===== src/design/gp_timer_pkg.sv =====
// constants, field layouts and carriers of the timer main counter
// assumes an AXI4-Lite master and one clock for bus and counter logic
// Contract
// - mode 0 copies one count per four ticks
// - mode 1 copies every tick; slow clock only
// - mode 3 stops copying; 2 is reserved
// - debug halts counter unless debug action set
// - count readable as 32-bit value, resets zero
// - upper limit resets all ones, free running
// - at upper limit wrap to zero, raise event
// - limit write shadowed, applied at upper event
// - counter reset loads shadowed limit at once
// - prescaler divides counter clock by value+1
// - divider divides by two to the value
// - source bit picks clock 0 or 1
// - upper event sets sticky flag, masked reset
package gp_timer_pkg;

   // ==========================================
   // register map
   localparam logic [11:0] CNT_CONTROL_OFF = 12'h040;
   localparam logic [11:0] CNT_COMMAND_OFF = 12'h044;
   localparam logic [11:0] CNT_STATUS_OFF = 12'h048;
   localparam logic [11:0] CNT_MASK_OFF = 12'h04c;
   localparam logic [11:0] CNT_VALUE_OFF = 12'h050;
   localparam logic [11:0] CNT_UPPER_OFF = 12'h060;
   localparam logic [11:0] CLK_CONTROL_OFF = 12'h080;

   // ==========================================
   // field positions
   localparam int UPDT_MODE_LSB = 8;
   localparam int DBG_ACT_BIT = 4;
   localparam int RESTART_BIT = 0;
   localparam int UPPER_FLAG_BIT = 16;
   localparam int PRE_LSB = 16;
   localparam int DIV_LSB = 8;
   localparam int SRC_BIT = 0;

   // ==========================================
   // reset values
   localparam logic [31:0] UPPER_RST = 32'hffffffff;
   localparam logic MASK_RST = 1'b1;

   // ==========================================
   // answers and normal copy phase
   localparam logic [1:0] RESP_OKAY = 2'h0;
   localparam logic [1:0] RESP_SLVERR = 2'h2;
   localparam logic [1:0] NORMAL_COPY_PHASE = 2'h3;

   typedef enum logic [1:0] {
      UPDT_NORMAL,
      UPDT_FAST,
      UPDT_RSVD,
      UPDT_OFF
   } updt_mode_e;

   typedef struct packed {
      logic [7:0] pre;
      logic [3:0] div;
      logic src;
   } clk_cfg_s;

   typedef struct packed {
      updt_mode_e mode;
      logic dbg_act;
   } cnt_cfg_s;

endpackage

===== src/design/gp_timer_main_counter.sv =====
// main up-counter of the general purpose timer with its AXI4-Lite registers
// assumes counter clocks and debug level are synchronous to MCLK
`timescale 1ns/10ps
module gp_timer_main_counter #(
   parameter int CNT_W = 32,
   parameter int ADDR_W = 12
) (
   input wire logic MCLK,
   input wire logic RST_N,
   input wire logic AWVALID,
   output logic AWREADY,
   input wire logic [ADDR_W-1:0] AWADDR,
   input wire logic [2:0] AWPROT,
   input wire logic WVALID,
   output logic WREADY,
   input wire logic [31:0] WDATA,
   input wire logic [3:0] WSTRB,
   output logic BVALID,
   input wire logic BREADY,
   output logic [1:0] BRESP,
   input wire logic ARVALID,
   output logic ARREADY,
   input wire logic [ADDR_W-1:0] ARADDR,
   input wire logic [2:0] ARPROT,
   output logic RVALID,
   input wire logic RREADY,
   output logic [31:0] RDATA,
   output logic [1:0] RRESP,
   input wire logic CNT_CLK0,
   input wire logic CNT_CLK1,
   input wire logic DBG_HALT,
   output logic UPPER_EVT,
   output logic IRQ
);

   // ==========================================
   // elaboration checks
   if (CNT_W != 32 || ADDR_W < 8 || ADDR_W > 32) begin : g_bad_param
      $error("counter width must be 32 and address width 8 to 32");
   end

   // ==========================================
   // helpers
   function automatic logic [31:0] merge(input logic [31:0] old, input logic [31:0] nw, input logic [3:0] strb);
      logic [31:0] res;
      res = old;
      for (int i = 0; i < 4; i++) begin
         if (strb[i]) begin
            res[i*8 +: 8] = nw[i*8 +: 8];
         end
      end
      return res;
   endfunction

   function automatic logic mapped(input logic [ADDR_W-1:0] a);
      logic [11:0] o;
      o = 12'(a);
      return (a[ADDR_W-1:0] == ADDR_W'(o)) &&
         (o == gp_timer_pkg::CNT_CONTROL_OFF || o == gp_timer_pkg::CNT_COMMAND_OFF ||
          o == gp_timer_pkg::CNT_STATUS_OFF || o == gp_timer_pkg::CNT_MASK_OFF ||
          o == gp_timer_pkg::CNT_VALUE_OFF || o == gp_timer_pkg::CNT_UPPER_OFF ||
          o == gp_timer_pkg::CLK_CONTROL_OFF);
   endfunction

   // ==========================================
   // state
   gp_timer_pkg::cnt_cfg_s cfg_r;
   gp_timer_pkg::clk_cfg_s clk_r;
   logic [31:0] cnt_r, cnt_nxt, val_r, shadow_r, limit_r, wdata_r, rdata_r;
   logic [31:0] cfg_img, clk_img, cfg_wr, clk_wr;
   logic [7:0] pre_cnt_r;
   logic [14:0] div_cnt_r, div_mask;
   logic [1:0] upd_cnt_r, bresp_r, rresp_r;
   logic [3:0] wstrb_r;
   logic [ADDR_W-1:0] awaddr_r;
   logic src_d_r, upper_sts_r, upper_msk_r, upper_evt_r, aw_held_r, w_held_r, bvalid_r, rvalid_r;
   logic [11:0] wr_off;
   logic do_write, restart, src_lvl, src_rise, run, pre_hit, tick, reach, copy;

   // ==========================================
   // write channel: address and data taken in either order
   assign AWREADY = !aw_held_r && !bvalid_r;
   assign WREADY = !w_held_r && !bvalid_r;
   assign do_write = aw_held_r && w_held_r && !bvalid_r;
   assign wr_off = 12'(awaddr_r);

   always_ff @(posedge MCLK or negedge RST_N) begin
      if (!RST_N) begin
         aw_held_r <= 1'b0;
         awaddr_r <= '0;
      end else if (AWVALID && AWREADY) begin
         aw_held_r <= 1'b1;
         awaddr_r <= AWADDR;
      end else if (do_write) begin
         aw_held_r <= 1'b0;
      end
   end

   always_ff @(posedge MCLK or negedge RST_N) begin
      if (!RST_N) begin
         w_held_r <= 1'b0;
         wdata_r <= '0;
         wstrb_r <= '0;
      end else if (WVALID && WREADY) begin
         w_held_r <= 1'b1;
         wdata_r <= WDATA;
         wstrb_r <= WSTRB;
      end else if (do_write) begin
         w_held_r <= 1'b0;
      end
   end

   always_ff @(posedge MCLK or negedge RST_N) begin
      if (!RST_N) begin
         bvalid_r <= 1'b0;
         bresp_r <= gp_timer_pkg::RESP_OKAY;
      end else if (do_write) begin
         bvalid_r <= 1'b1;
         bresp_r <= mapped(awaddr_r) ? gp_timer_pkg::RESP_OKAY : gp_timer_pkg::RESP_SLVERR;
      end else if (BREADY) begin
         bvalid_r <= 1'b0;
      end
   end

   assign BVALID = bvalid_r;
   assign BRESP = bresp_r;

   // ==========================================
   // read channel: one cycle to data
   assign ARREADY = !rvalid_r;

   always_ff @(posedge MCLK or negedge RST_N) begin
      if (!RST_N) begin
         rvalid_r <= 1'b0;
         rdata_r <= '0;
         rresp_r <= gp_timer_pkg::RESP_OKAY;
      end else if (ARVALID && ARREADY) begin
         rvalid_r <= 1'b1;
         rresp_r <= mapped(ARADDR) ? gp_timer_pkg::RESP_OKAY : gp_timer_pkg::RESP_SLVERR;
         rdata_r <= '0;
         unique case (12'(ARADDR))
            gp_timer_pkg::CNT_CONTROL_OFF: rdata_r <= cfg_img;
            gp_timer_pkg::CNT_STATUS_OFF: rdata_r[gp_timer_pkg::UPPER_FLAG_BIT] <= upper_sts_r;
            gp_timer_pkg::CNT_MASK_OFF: rdata_r[gp_timer_pkg::UPPER_FLAG_BIT] <= upper_msk_r;
            gp_timer_pkg::CNT_VALUE_OFF: rdata_r <= val_r;
            gp_timer_pkg::CNT_UPPER_OFF: rdata_r <= shadow_r;
            gp_timer_pkg::CLK_CONTROL_OFF: rdata_r <= clk_img;
            default: rdata_r <= '0;
         endcase
      end else if (RREADY) begin
         rvalid_r <= 1'b0;
      end
   end

   assign RVALID = rvalid_r;
   assign RDATA = rdata_r;
   assign RRESP = rresp_r;

   // ==========================================
   // configuration registers; reserved bits read zero and are dropped on write
   assign cfg_img = (32'(cfg_r.mode) << gp_timer_pkg::UPDT_MODE_LSB) |
      (32'(cfg_r.dbg_act) << gp_timer_pkg::DBG_ACT_BIT);
   assign clk_img = (32'(clk_r.pre) << gp_timer_pkg::PRE_LSB) | (32'(clk_r.div) << gp_timer_pkg::DIV_LSB) |
      (32'(clk_r.src) << gp_timer_pkg::SRC_BIT);
   assign cfg_wr = merge(cfg_img, wdata_r, wstrb_r);
   assign clk_wr = merge(clk_img, wdata_r, wstrb_r);

   always_ff @(posedge MCLK or negedge RST_N) begin
      if (!RST_N) begin
         cfg_r <= '{mode: gp_timer_pkg::UPDT_NORMAL, dbg_act: 1'b0};
      end else if (do_write && wr_off == gp_timer_pkg::CNT_CONTROL_OFF) begin
         cfg_r.mode <= gp_timer_pkg::updt_mode_e'(cfg_wr[gp_timer_pkg::UPDT_MODE_LSB +: 2]);
         cfg_r.dbg_act <= cfg_wr[gp_timer_pkg::DBG_ACT_BIT];
      end
   end

   always_ff @(posedge MCLK or negedge RST_N) begin
      if (!RST_N) begin
         clk_r <= '0;
      end else if (do_write && wr_off == gp_timer_pkg::CLK_CONTROL_OFF) begin
         clk_r.pre <= clk_wr[gp_timer_pkg::PRE_LSB +: 8];
         clk_r.div <= clk_wr[gp_timer_pkg::DIV_LSB +: 4];
         clk_r.src <= clk_wr[gp_timer_pkg::SRC_BIT];
      end
   end

   // zero is never a legal limit; the counter would wrap every tick
   always_ff @(posedge MCLK or negedge RST_N) begin
      if (!RST_N) begin
         shadow_r <= gp_timer_pkg::UPPER_RST;
      end else if (do_write && wr_off == gp_timer_pkg::CNT_UPPER_OFF) begin
         shadow_r <= merge(shadow_r, wdata_r, wstrb_r);
      end
   end

   always_ff @(posedge MCLK or negedge RST_N) begin
      if (!RST_N) begin
         upper_msk_r <= gp_timer_pkg::MASK_RST;
      end else if (do_write && wr_off == gp_timer_pkg::CNT_MASK_OFF && wstrb_r[2]) begin
         upper_msk_r <= wdata_r[gp_timer_pkg::UPPER_FLAG_BIT];
      end
   end

   assign restart = do_write && wr_off == gp_timer_pkg::CNT_COMMAND_OFF && wstrb_r[0] &&
      wdata_r[gp_timer_pkg::RESTART_BIT];

   // ==========================================
   // tick chain: source edge, prescaler, power-of-two divider
   assign src_lvl = clk_r.src ? CNT_CLK1 : CNT_CLK0;
   assign run = !DBG_HALT || cfg_r.dbg_act;
   assign src_rise = src_lvl && !src_d_r && run;
   assign pre_hit = src_rise && pre_cnt_r == clk_r.pre;
   assign div_mask = 15'((16'h1 << clk_r.div) - 16'h1);
   assign tick = pre_hit && div_cnt_r == div_mask;
   assign reach = tick && cnt_r == limit_r && !restart;

   always_ff @(posedge MCLK or negedge RST_N) begin
      if (!RST_N) begin
         src_d_r <= 1'b0;
      end else begin
         src_d_r <= src_lvl;
      end
   end

   // a divisor change mid-period takes effect at once; a stage already past its new end restarts from zero
   always_ff @(posedge MCLK or negedge RST_N) begin
      if (!RST_N) begin
         pre_cnt_r <= '0;
      end else if (restart || pre_hit || pre_cnt_r > clk_r.pre) begin
         pre_cnt_r <= '0;
      end else if (src_rise) begin
         pre_cnt_r <= pre_cnt_r + 8'h1;
      end
   end

   always_ff @(posedge MCLK or negedge RST_N) begin
      if (!RST_N) begin
         div_cnt_r <= '0;
      end else if (restart || tick || div_cnt_r > div_mask) begin
         div_cnt_r <= '0;
      end else if (pre_hit) begin
         div_cnt_r <= div_cnt_r + 15'h1;
      end
   end

   // ==========================================
   // main counter and active limit
   always_comb begin
      cnt_nxt = cnt_r;
      if (restart) begin
         cnt_nxt = '0;
      end else if (reach) begin
         cnt_nxt = '0;
      end else if (tick) begin
         cnt_nxt = cnt_r + 32'h1;
      end
   end

   always_ff @(posedge MCLK or negedge RST_N) begin
      if (!RST_N) begin
         cnt_r <= '0;
         upper_evt_r <= 1'b0;
      end else begin
         cnt_r <= cnt_nxt;
         upper_evt_r <= reach;
      end
   end

   always_ff @(posedge MCLK or negedge RST_N) begin
      if (!RST_N) begin
         limit_r <= gp_timer_pkg::UPPER_RST;
      end else if (restart || reach) begin
         limit_r <= shadow_r;
      end
   end

   assign UPPER_EVT = upper_evt_r;

   // ==========================================
   // readable value mirror; the fixed phase saves a copy on one tick in four
   assign copy = (cfg_r.mode == gp_timer_pkg::UPDT_FAST && (tick || restart)) ||
      (cfg_r.mode == gp_timer_pkg::UPDT_NORMAL &&
       ((tick && upd_cnt_r == gp_timer_pkg::NORMAL_COPY_PHASE) || restart));

   always_ff @(posedge MCLK or negedge RST_N) begin
      if (!RST_N) begin
         upd_cnt_r <= '0;
      end else if (restart) begin
         upd_cnt_r <= '0;
      end else if (tick) begin
         upd_cnt_r <= upd_cnt_r + 2'h1;
      end
   end

   always_ff @(posedge MCLK or negedge RST_N) begin
      if (!RST_N) begin
         val_r <= '0;
      end else if (copy) begin
         val_r <= cnt_nxt;
      end
   end

   // ==========================================
   // sticky flag and interrupt; a new event beats a clear
   always_ff @(posedge MCLK or negedge RST_N) begin
      if (!RST_N) begin
         upper_sts_r <= 1'b0;
      end else begin
         upper_sts_r <= (upper_sts_r && !(do_write && wr_off == gp_timer_pkg::CNT_STATUS_OFF && wstrb_r[2] &&
            wdata_r[gp_timer_pkg::UPPER_FLAG_BIT])) || reach;
      end
   end

   assign IRQ = upper_sts_r && !upper_msk_r;
endmodule // gp_timer_main_counter


===== config.mk =====
export PLATFORM = sky130hd
export DESIGN_NAME = gp_timer_main_counter
export DESIGN_NICKNAME = d
export VERILOG_FILES = /design/src/design/gp_timer_pkg.sv /design/src/design/gp_timer_main_counter.sv
export SDC_FILE = /design/constraint.sdc
export NUM_CORES = 1
export LEC_CHECK = 0
export ABC_AREA = 1
export BUFFER_PORTS_ARGS = -buffer_cell sky130_fd_sc_hd__buf_4
export CAP_MARGIN = 20
export CORE_MARGIN = 5
export CORE_UTILIZATION = 53
export DETAILED_ROUTE_END_ITERATION = 7
export HOLD_SLACK_MARGIN = 0.06
export PLACE_DENSITY = 0.72
export SETUP_SLACK_MARGIN = 0.15
export SLEW_MARGIN = 10
export SYNTH_ARGS = -nofsm -noshare
export SYNTH_HDL_FRONTEND = slang
export SYNTH_SLANG_ARGS = --single-unit

===== constraint.sdc =====
create_clock -name MCLK -period 4.8 [get_ports MCLK]
set_input_delay 0.96 -clock MCLK [delete_from_list [all_inputs] [get_ports MCLK]]
set_output_delay 0.96 -clock MCLK [all_outputs]
set_load 0.005 [all_outputs]

==> run metrics, run 1 <==
All-Layer GR Usage 26.4%; pre-CTS setup slack 0.597 ns; worst setup margin 0.567 ns; Rel. slew slack 37.7%; largest net degree at the start of global routing 122; DR WL met2 17200 um; minimum clock period 4.23 ns; Fmax achieved 0.236 GHz; Async SR Flop Fraction 100%; post-route ant nets 0; PD cells 384 nW/um2; Final HPWL DP 28200 um; R2R cell count 18; Main synth FF type dfrtp_1; # IOs 119; Hold Crit Class flip-flop to flip-flop; GRT overflow 0; number of CTS-inserted buffers 28; Setup CP Type flip-flop to flip-flop; Netlist Area Pre-Place 13900 um2; fillcell total 2315; Worst Path Arrival 4.64 ns; PnR Total Power 6.11 mW; vias 12.2k; Worst Setup End Kind flip-flop; # DRC 0; synthesized flop and latch total 259; number of I/O port buffers 110; die area 29700 um2; initial antenna violation count 2; Worst Path Required 5.21 ns; Wirelength per Cell 17.0 um; Slew @ Worst Pin 0.935 ns; critical path capture point div_cnt_r[11]; top-area cell type share of the netlist area 34.8%; Final Hold Viols 0; DR top layer met4; syn avg cell area 7.61 um2; row count 59; final worst path period share 88.2%; worst setup path start clk_r[4]; share of layout cells above drive strength 1 16.7%; GPL Wtd Cong 0.959; status finished, final reports clean; Longest Clk Path Bufs 3; DRT Pass-1 Iters 6; R2R Path End div_cnt_r[11]; CTS Root Cell clkbuf_16; Initial Util 53.7%; Synth area leaders dfrtp_1 (35%), nand2_1 (17%), dfstp_2 (12%), nor2_1 (6.3%), inv_1 (4.9%); Metal-1 WL 17900 um; Leakage 7.92 nW; clock-pin slew on the worst setup and hold paths 0.07 ns; Placed Cells incl. Taps 2228; Layout Cells excl Fill 2281; global-route wire length before repair 61900 um; Die H 172 um; Synth Warn # 0; Yosys top cell by area dfrtp_1; Skew-Pair Late Insertion Delay 0.55 ns; Initial DRC Count 1088; top post-synthesis cells by count nand2_1 (615), nor2_1 (234), dfrtp_1 (194); r2r setup slk 0.57 ns; Finish-stage setup viols 0; Layout Nets 2027; Worst VDD drop 0.278 mV; vias in the first global route 11.7k; Post-CTS Setup Bufs 0; Synth Instances 1833; Unique masters post-synth 43; Worst Path Max Fanout 31; cts hold-fix bufs 0; RSZ-0062 raised after global routing false; Post-synth EDFFs 0; r2r startpoint clk_r[4]; H-tree levels 1; Max-Cap Viols 0; CTS tree built; Sink Count 259; CTS resizes 0; area of the multi-input gates 6290 um2; post-synthesis sequential area ratio 47.1%; vias per std cell 5.33; top-count cell post-synth nand2_1; Layout area overhead 14.1%; Clock Skews 0.0121 ns; critical path launch point type flip-flop; met3 WL 2730 um; chip width 172 um; core area 26000 um2; Slew Limit Fails 0; register area 6560 um2; DRT Wirelength 38900 um; Sum Neg Setup Slack 0 ns
## per-layer routing
layer  vias to the layer above  GRT usage [%]
met5                         -              0
met4                         0           7.31
met3                        69           3.73
met2                       389           40.5
met1                      5769           39.5
li1                       5932              -
## cell families after synthesis
logic type,count (synthesis),share of synthesized area [%]
simple gates,1017,30.0
buf+inv,264,7.92
flops,259,47.1
compound gates,205,8.61
xor+xnor,51,3.20
fa+ha+maj,28,2.51
mux,8,0.646
other cells,1,0.0269
## state kept, by name, summed over array words and instances (netlist names), 2 cells and up
signal	cells
cfg_r	3
div_cnt_r	15
wstrb_r	4
upd_cnt_r	2
RDATA	32
limit_r	32
clk_r	13
wdata_r	32
awaddr_r	12
shadow_r	32
val_r	32
pre_cnt_r	8
cnt_r	32
## layout make-up
type,instances,share of cell area [%]
Sequential cell,259,41.2
Multi-Input combinational cell,1311,39.5
Timing Repair Buffer,126,6.07
Clock buffer,41,5.03
Inverter,197,4.65
Tap cell,335,2.63
Clock inverter,11,0.841
Antenna cell,1,0.0157
## metrics by stage
stage | util, % | instance area [um2] | hold WS (ns)
floorplan | - | 14000 | 0.446
global placement | 57.6 | 15000 | 0.458
detailed placement | 57.6 | 15000 | 0.465
CTS | 61.2 | 15900 | 0.475
global route | 61.2 | 15900 | 0.490
finish | 61.2 | 15900 | 0.476
## worst min-delay path by stage
stage	from	to	slack, ns	depth (start not counted)
after floorplan	upd_cnt_r[1]	upd_cnt_r[1]	0.45	2
after global placement	upd_cnt_r[1]	upd_cnt_r[1]	0.46	2
after detailed placement	val_r[19]	val_r[19]	0.47	2
after CTS	limit_r[12]	limit_r[12]	0.47	2
after global routing	shadow_r[25]	limit_r[25]	0.49	2
final	limit_r[12]	limit_r[12]	0.48	2
## critical path, stage by stage (launching register included)
cell and delay [ns]:
dfrtp_1 0.51, nor2_1 0.18, nand2_1 0.14, ha_1 0.19
inv_1 0.07, a211oi_1 0.34, nand4_1 0.17, xnor2_1 0.19
ha_1 0.33, nand2_1 0.05, nor2_1 0.08, nand3b_1 0.08
nor2_1 0.21, nand2_4 0.28, inv_2 0.17, buf_4 0.35
nor2_1 0.18, nand2_1 0.46, nor2_1 0.10
## report_power, final
group / switching, mW / internal, mW / leakage [nW]
clock: 0.903 / 1.32 / 0.463
combinational: 0.866 / 0.402 / 4.25
sequential: 0.161 / 2.46 / 3.20
total: 1.93 / 4.18 / 7.92
## layout by cell type (no fill, tap or decap), types with 2 or more instances in the layout
cell type,synthesis,final
nand2_1,615,614
nor2_1,234,234
dfrtp_1,194,194
inv_1,182,182
buf_4,6,124
o21ai_0,95,95
nand3_1,76,76
dfstp_2,65,65
a21oi_1,56,56
xor2_1,35,35
nand2_2,31,32
nand4_1,29,29
clkbuf_16,0,29
ha_1,28,28
a32o_1,18,18
o21ai_2,18,18
xnor2_1,16,16
inv_2,15,15
o21ai_1,12,12
nor2_2,9,9
clkbuf_1,30,9
mux2_2,8,8
clkinv_2,0,7
nor3_1,6,5
nand3b_1,4,4
nor4_1,3,3
bufinv_16,0,3
clkbuf_8,0,3
nor2_4,2,2
nand3_4,2,2
nand2_4,2,2
conb_1,1,2
No activity file was read; power rests on OpenSTA's default activity.
==> run 2: changes to the inputs <==
- REMOVE_ABC_BUFFERS: default -> 1
==> run metrics, run 2 (synthesis gave the netlist of run 1 again) <==
Seq pwr share 42.8% (about the same); Leakage 7.96 nW (+0.48%); CTS resizes 0 (unchanged); commonest non-fill, non-tap cells in the layout nand2_1 (614), nor2_1 (234), dfrtp_1 (194), inv_1 (182), buf_4 (126); switching power total 1.89 mW (-2.2%); vias per std cell 5.26 (-1.3%); critical-path cell list nor2_1, nand2_1, ha_1, inv_1, a211oi_1, nand4_1, xnor2_1, ha_1, nand2_1, nor2_1, nand2_1, nor2_1, nand2_1, nor2_1, nand4_1, nand2_1, nor2_1; status finished, final reports clean; All-Layer GR Usage 25.4% (-1.0 points); clock-pin slew on the worst setup and hold paths 0.06 ns (about the same); register area 6560 um2 (unchanged); cts hold-fix bufs 0 (unchanged); worst setup margin 0.950 ns (+0.383 ns); crit path max-delay cell type nand2_1; PD cells 382 nW/um2 (-0.38%); r2r startpoint clk_r[4]; GPL Wtd Cong 0.962 (+0.28%); Sum Neg Setup Slack 0 ns (unchanged); vias 12.0k (-1.1%); Max-Cap Viols 0 (unchanged); Layout area overhead 14.7%; die area 29700 um2 (unchanged); Sw Ratio 30.9% (-0.73 points); core area 26000 um2 (unchanged); Layout Nets 2031 (+0.20%); global-route wire length before repair 60300 um (-2.6%); area of the multi-input gates 6290 um2 (unchanged); CP top delay family simple AND/OR/NAND/NOR gates; # DRC 0 (unchanged); number of CTS-inserted buffers 29 (+3.6%); row count 59 (unchanged); Slew @ Worst Pin 0.849 ns (-0.0861 ns); Skew-Pair Late Insertion Delay 0.55 ns (about the same); Longest Clk Path Bufs 3 (unchanged); Worst Path Buf+Inv 1 (-2); combinational fraction of design power 20.2% (-0.6 points); vias in the first global route 11.8k (+0.93%); Post-CTS Setup Bufs 0 (unchanged); H-tree levels 1 (unchanged); Sink Count 259 (unchanged); Hold Crit Class input port to asynchronous set/reset pin; Worst VDD drop 0.369 mV (+33%); Final HPWL DP 26600 um (-5.8%); RSZ-0062 raised after global routing false; critical path launch point type flip-flop; chip width 172 um (unchanged); Fmax achieved 0.260 GHz (+10%); clock share of power 37.0% (+0.7 points); # IOs 119 (unchanged); Clock Skews 0.0148 ns (+0.00269 ns); fillcell total 2409 (+4.1%); DRT Pass-1 Iters 5 (-1); Wirelength per Cell 16.2 um (-4.9%); Worst Path Required 5.19 ns (-0.02 ns); GRT overflow 0 (unchanged); Rel. slew slack 43.4% (+5.7 points); DRT Wirelength 37000 um (-4.8%); Slew Limit Fails 0 (unchanged); share of layout cells above drive strength 1 17.1% (+0.43 points); number of I/O port buffers 110 (unchanged); slowest stage delay, CP 0.63 ns (+0.12 ns); Die H 172 um (unchanged); Worst Path Arrival 4.24 ns (-0.40 ns); CTS tree built; minimum clock period 3.85 ns (-0.383 ns); Internal 4.23 mW (+1.2%); Final Hold Viols 0 (unchanged); Finish-stage setup viols 0 (unchanged); commonest non-fill, non-tap cell in the layout nand2_1; Worst Path Max Fanout 18 (-42%); worst setup path start clk_r[4]; final worst path period share 80.2% (-8.0 points); CTS Root Cell clkbuf_16; post-route ant nets 0 (unchanged); Initial Util 53.7% (unchanged); largest net degree at the start of global routing 102 (-16%); Initial DRC Count 828 (-24%); Setup CP Type flip-flop to flip-flop; Worst Setup End Kind flip-flop; pre-CTS setup slack 1.04 ns (+0.444 ns); initial antenna violation count 1 (-1)
run 2: cell count changes in the layout (fill, tap and decap cells not counted), sizes merged:
cell,before,now
inv,197,198
clkinvlp,0,2
clkbuf,41,39
buf,126,129
run 2: layer usage:
metal  global-route usage, %  vias up  wire length [um]
met5                       0        -                 0
met4                    6.15        0               819
met3                    3.57       54              1910
met2                    41.2      318             17300
met1                    36.3     5727             17000
li1                        -     5928                 -
run 2: worst paths after layout:
path | to | slack [ns] | cells after the start
max in group asynchronous | limit_r[14] | 3.35 | 2
worst max-delay path | cnt_r[11] | 0.95 | 17
worst min-delay path | clk_r[2] | 0.40 | 1
worst min register to register | limit_r[1] | 0.47 | 2
min in group MCLK | limit_r[1] | 0.47 | 2
worst max register to register | cnt_r[11] | 0.95 | 17
run 2: layout make-up:
class                           count  share of cell area [%]
Clock buffer                       39                    5.15
Tap cell                          335                    2.62
Antenna cell                        1                  0.0156
Inverter                          197                    4.62
Clock inverter                     14                   0.986
Timing Repair Buffer              129                    6.26
Sequential cell                   259                    41.0
Multi-Input combinational cell   1311                    39.3
run 2: power by group through the flow:
stage	Combinational, mW	Sequential [mW]	Clock [mW]
final	1.23	2.62	2.26
after global routing	1.41	2.65	2.40
after detailed placement	1.23	2.65	0
after CTS	1.25	2.62	2.31
after floorplan	0.810	2.61	0
after global placement	1.20	2.64	0
run 2: stage by stage:
| step | cell area [um2] | utilization (%) | cells | hold slack [ns] | power (mW) |
|---|---|---|---|---|---|
| global placement | 15000 | 57.8 | 2231 | 0.459 | 3.84 |
| floorplan | 13600 | - | 1767 | 0.446 | 3.42 |
| global route | 16000 | 61.6 | 2284 | 0.442 | 6.46 |
| finish | 16000 | 61.6 | 2285 | 0.395 | 6.11 |
| CTS | 16000 | 61.6 | 2284 | 0.432 | 6.17 |
| detailed placement | 15000 | 57.8 | 2231 | 0.465 | 3.89 |
==> run 3: changes to the inputs <==
- ABC_AREA: 1 -> 0
- PLACE_DENSITY: 0.72 -> 0.76
- clock period: 4.8 -> 3.2 ns (I/O delays scaled with it)
==> run metrics, run 3 <==
status finished with violations; violated checks negative setup slack; slowest stage delay, CP 0.59 ns (-0.04 ns); row count 55 (-6.8%); number of CTS-inserted buffers 28 (-3.4%); vias in the first global route 9140 (-22%); Async SR Flop Fraction 100% (unchanged); PD cells 610 nW/um2 (+60%); Hold Crit Class input port to asynchronous set/reset pin; Initial DRC Count 768 (-7.2%); Leakage 7.05 nW (-11%); final worst path period share 129% (+49 points); post-layout util 69.1% (+7.5 points); DRT Pass-1 Iters 6 (+1); critical path launch point type flip-flop; Worst Path Required 3.63 ns (-1.56 ns); Worst Path Arrival 4.56 ns (+0.32 ns); post-route ant nets 0 (unchanged); initial antenna violation count 0 (-1); # diodes 0 (-1); top-count cell post-synth dfrtp_1; Final HPWL DP 20300 um (-23%); Wirelength per Cell 21.0 um (+30%); Unique masters post-synth 56 (+30%); fillcell total 1514 (-37%); DRT Wirelength 31900 um (-14%); CTS tree built; Skew-Pair Late Insertion Delay 0.54 ns (about the same); critical-path cell list or2_4, or3_4, ha_4, or2_4, buf_6, o21ai_2, a31oi_1, ha_1, nand4_1, nor4_4, buf_4, nand4_1, or4_4, xor2_2, nor2_4, mux2_4; # IOs 119 (unchanged); vias 8971 (-25%); Worst VDD drop 0.398 mV (+7.7%); Post-synth EDFFs 0 (unchanged); number of I/O port buffers 110 (unchanged); Slew Limit Fails 0 (unchanged); switching power total 2.77 mW (+47%); r2r setup slk -0.93 ns (-1.88 ns); top-area cell type share of the netlist area 40.1% (+5.2 points); core area 22600 um2 (-13%); share of layout cells above drive strength 1 43.7% (+27 points); GRT overflow 0 (unchanged); Main synth FF type dfrtp_1; Final Hold Viols 0 (unchanged); Slew @ Worst Pin 1.05 ns (+0.198 ns); clock-pin slew on the worst setup and hold paths 0.06 ns (about the same); chip width 161 um (-6.4%); Longest Clk Path Bufs 3 (unchanged); syn avg cell area 11.9 um2 (+56%); Rel. slew slack 30.1% (-13 points); PnR Total Power 9.51 mW (+56%); top post-synthesis cells by count dfrtp_1 (194), mux2_2 (157), nor2_1 (93); CTS Root Cell clkbuf_16; Finish-stage setup viols 115 (+115); Sw Ratio 29.1% (-1.8 points); Worst Path Max Fanout 3 (-15); Synth area leaders dfrtp_1 (40%), mux2_2 (15%), dfstp_2 (14%), xnor2_1 (3.5%), ha_1 (2.9%); H-tree levels 1 (unchanged); Synth Instances 1020 (-44%); Sum Neg Setup Slack -79.48 ns (-79.48 ns); combinational fraction of design power 24.2% (+4.0 points); Fmax achieved 0.242 GHz (-6.9%); post-synthesis sequential area ratio 54.1% (+7.1 points); Sink Count 259 (unchanged); vias per std cell 5.92 (+12%); global-route wire length before repair 50000 um (-17%); GPL Wtd Cong 0.920 (-4.3%); Yosys top cell by area dfrtp_1; Layout Nets 1313 (-35%); crit path max-delay cell type or4_4; All-Layer GR Usage 23.7% (-1.6 points); Internal 6.75 mW (+60%); largest net degree at the start of global routing 73 (-28%); # DRC 0 (unchanged); synthesized flop and latch total 259 (unchanged); Layout area overhead 28.6%; Die H 161 um (-6.4%); RSZ-0062 raised after global routing true; Synth Warn # 0 (unchanged); commonest non-fill, non-tap cell in the layout dfrtp_1; worst setup margin -0.935 ns (-1.88 ns); Seq pwr share 43.2% (+0.4 points); Worst Setup End Kind flip-flop; Max-Cap Viols 0 (unchanged); minimum clock period 4.13 ns (+0.285 ns); die area 26000 um2 (-12%); commonest non-fill, non-tap cells in the layout dfrtp_1 (194), buf_4 (156), mux2_2 (119), nand2_1 (72), nor2_1 (71); Clock Skews 0.0124 ns (-0.00238 ns); Initial Util 53.7% (about the same); Setup CP Type flip-flop to flip-flop; Netlist Area Pre-Place 12100 um2 (-13%); clock share of power 32.6% (-4.4 points)
run 3: changes by cell type in the layout (fill, tap and decap cells not counted), sizes merged, moves of 32 or more:
cell	delta
a21oi	-41
inv	-181
nand3	-58
mux2	+149
buf	+68
xnor2	+32
o21ai	-83
nand2	-574
nor2	-150
run 3: metrics by stage:
| stage | area, um2 | hold slack (ns) | setup slack (ns) | std cells |
|---|---|---|---|---|
| 3_5_place_dp | 13600 | 0.476 | -0.994 | 1425 |
| 5_1_grt | 15600 | 0.112 | -1.08 | 1516 |
| 4_1_cts | 15200 | 0.0857 | -0.765 | 1504 |
| 2_1_floorplan | 11900 | 0.344 | -1.61 | 979 |
| 3_3_place_gp | 13600 | 0.469 | -0.871 | 1425 |
| 6_report | 15600 | 0.0681 | -0.935 | 1516 |
run 3: power by group through the flow:
| stage | Clock (mW) | Combinational [mW] | Sequential (mW) |
|---|---|---|---|
| finish | 3.10 | 2.30 | 4.11 |
| global placement | 0 | 1.61 | 4.13 |
| global route | 3.28 | 2.47 | 4.18 |
| detailed placement | 0 | 1.66 | 4.15 |
| CTS | 3.13 | 2.18 | 4.10 |
| floorplan | 0 | 1.02 | 4.02 |
run 3: layout make-up:
class / count / area, um2 / area share [%]
clock buffers: 45 / 806 / 5.17
clock inverters: 7 / 65.1 / 0.417
inverters: 17 / 63.8 / 0.409
multi-input cells: 703 / 5840 / 37.5
flip-flops and latches: 259 / 6560 / 42.1
well taps: 285 / 357 / 2.29
repair buffers: 200 / 1890 / 12.1
run 3: metal layers:
layer | part of all wire (%) | vias up | global-route usage (%) | wire [um]
met2 | 49 | 321 | 39.2 | 15500
li1 | - | 4024 | - | -
met4 | 3.3 | 0 | 7.83 | 1060
met1 | 42 | 4551 | 32.6 | 13400
met5 | 0 | - | 0 | 0
met3 | 5.9 | 75 | 3.60 | 1890
run 3: path summary, 6_finish.rpt:
kind / to / depth (start not counted) / start
min: awaddr_r[9] / 1 / RST_N
min in group MCLK: BVALID / 2 / BREADY
min reg2reg: RDATA[9] / 2 / RDATA[9]
max: val_r[22] / 16 / clk_r[2]
max in group asynchronous: limit_r[28] / 2 / RST_N
max reg2reg: val_r[22] / 16 / clk_r[2]
run 3: timing repair:
action	in CTS	in global routing
endpoints found under the setup margin	115	115
hold endpoints to repair	0	0
buffers inserted	22	10
hold buffers	0	0
resized for setup	120	50
pin swaps	30	19
gates cloned	5	2
run 3: kinds of logic after synthesis:
group	synth area share, %
XOR/XNOR	6.21
AO/OA/AOI/OAI	6.45
AND/OR/NAND/NOR	12.8
flip-flops	54.1
multiplexers	15.0
adder cells (fa/ha/maj)	2.89
buffers and inverters	2.48
other	0.0309
run 3: worst max-delay path, delay by kind of cell, from the launching register on:
kind,cells,cell delay [ns]
adders and majority gates,2,0.47
muxes,1,0.25
xor gates and xnor gates,1,0.21
buffers and inverters,2,0.29
and+or+nand+nor,8,2.23
AOI/OAI and AO/OA,2,0.19
DFF,1,0.38
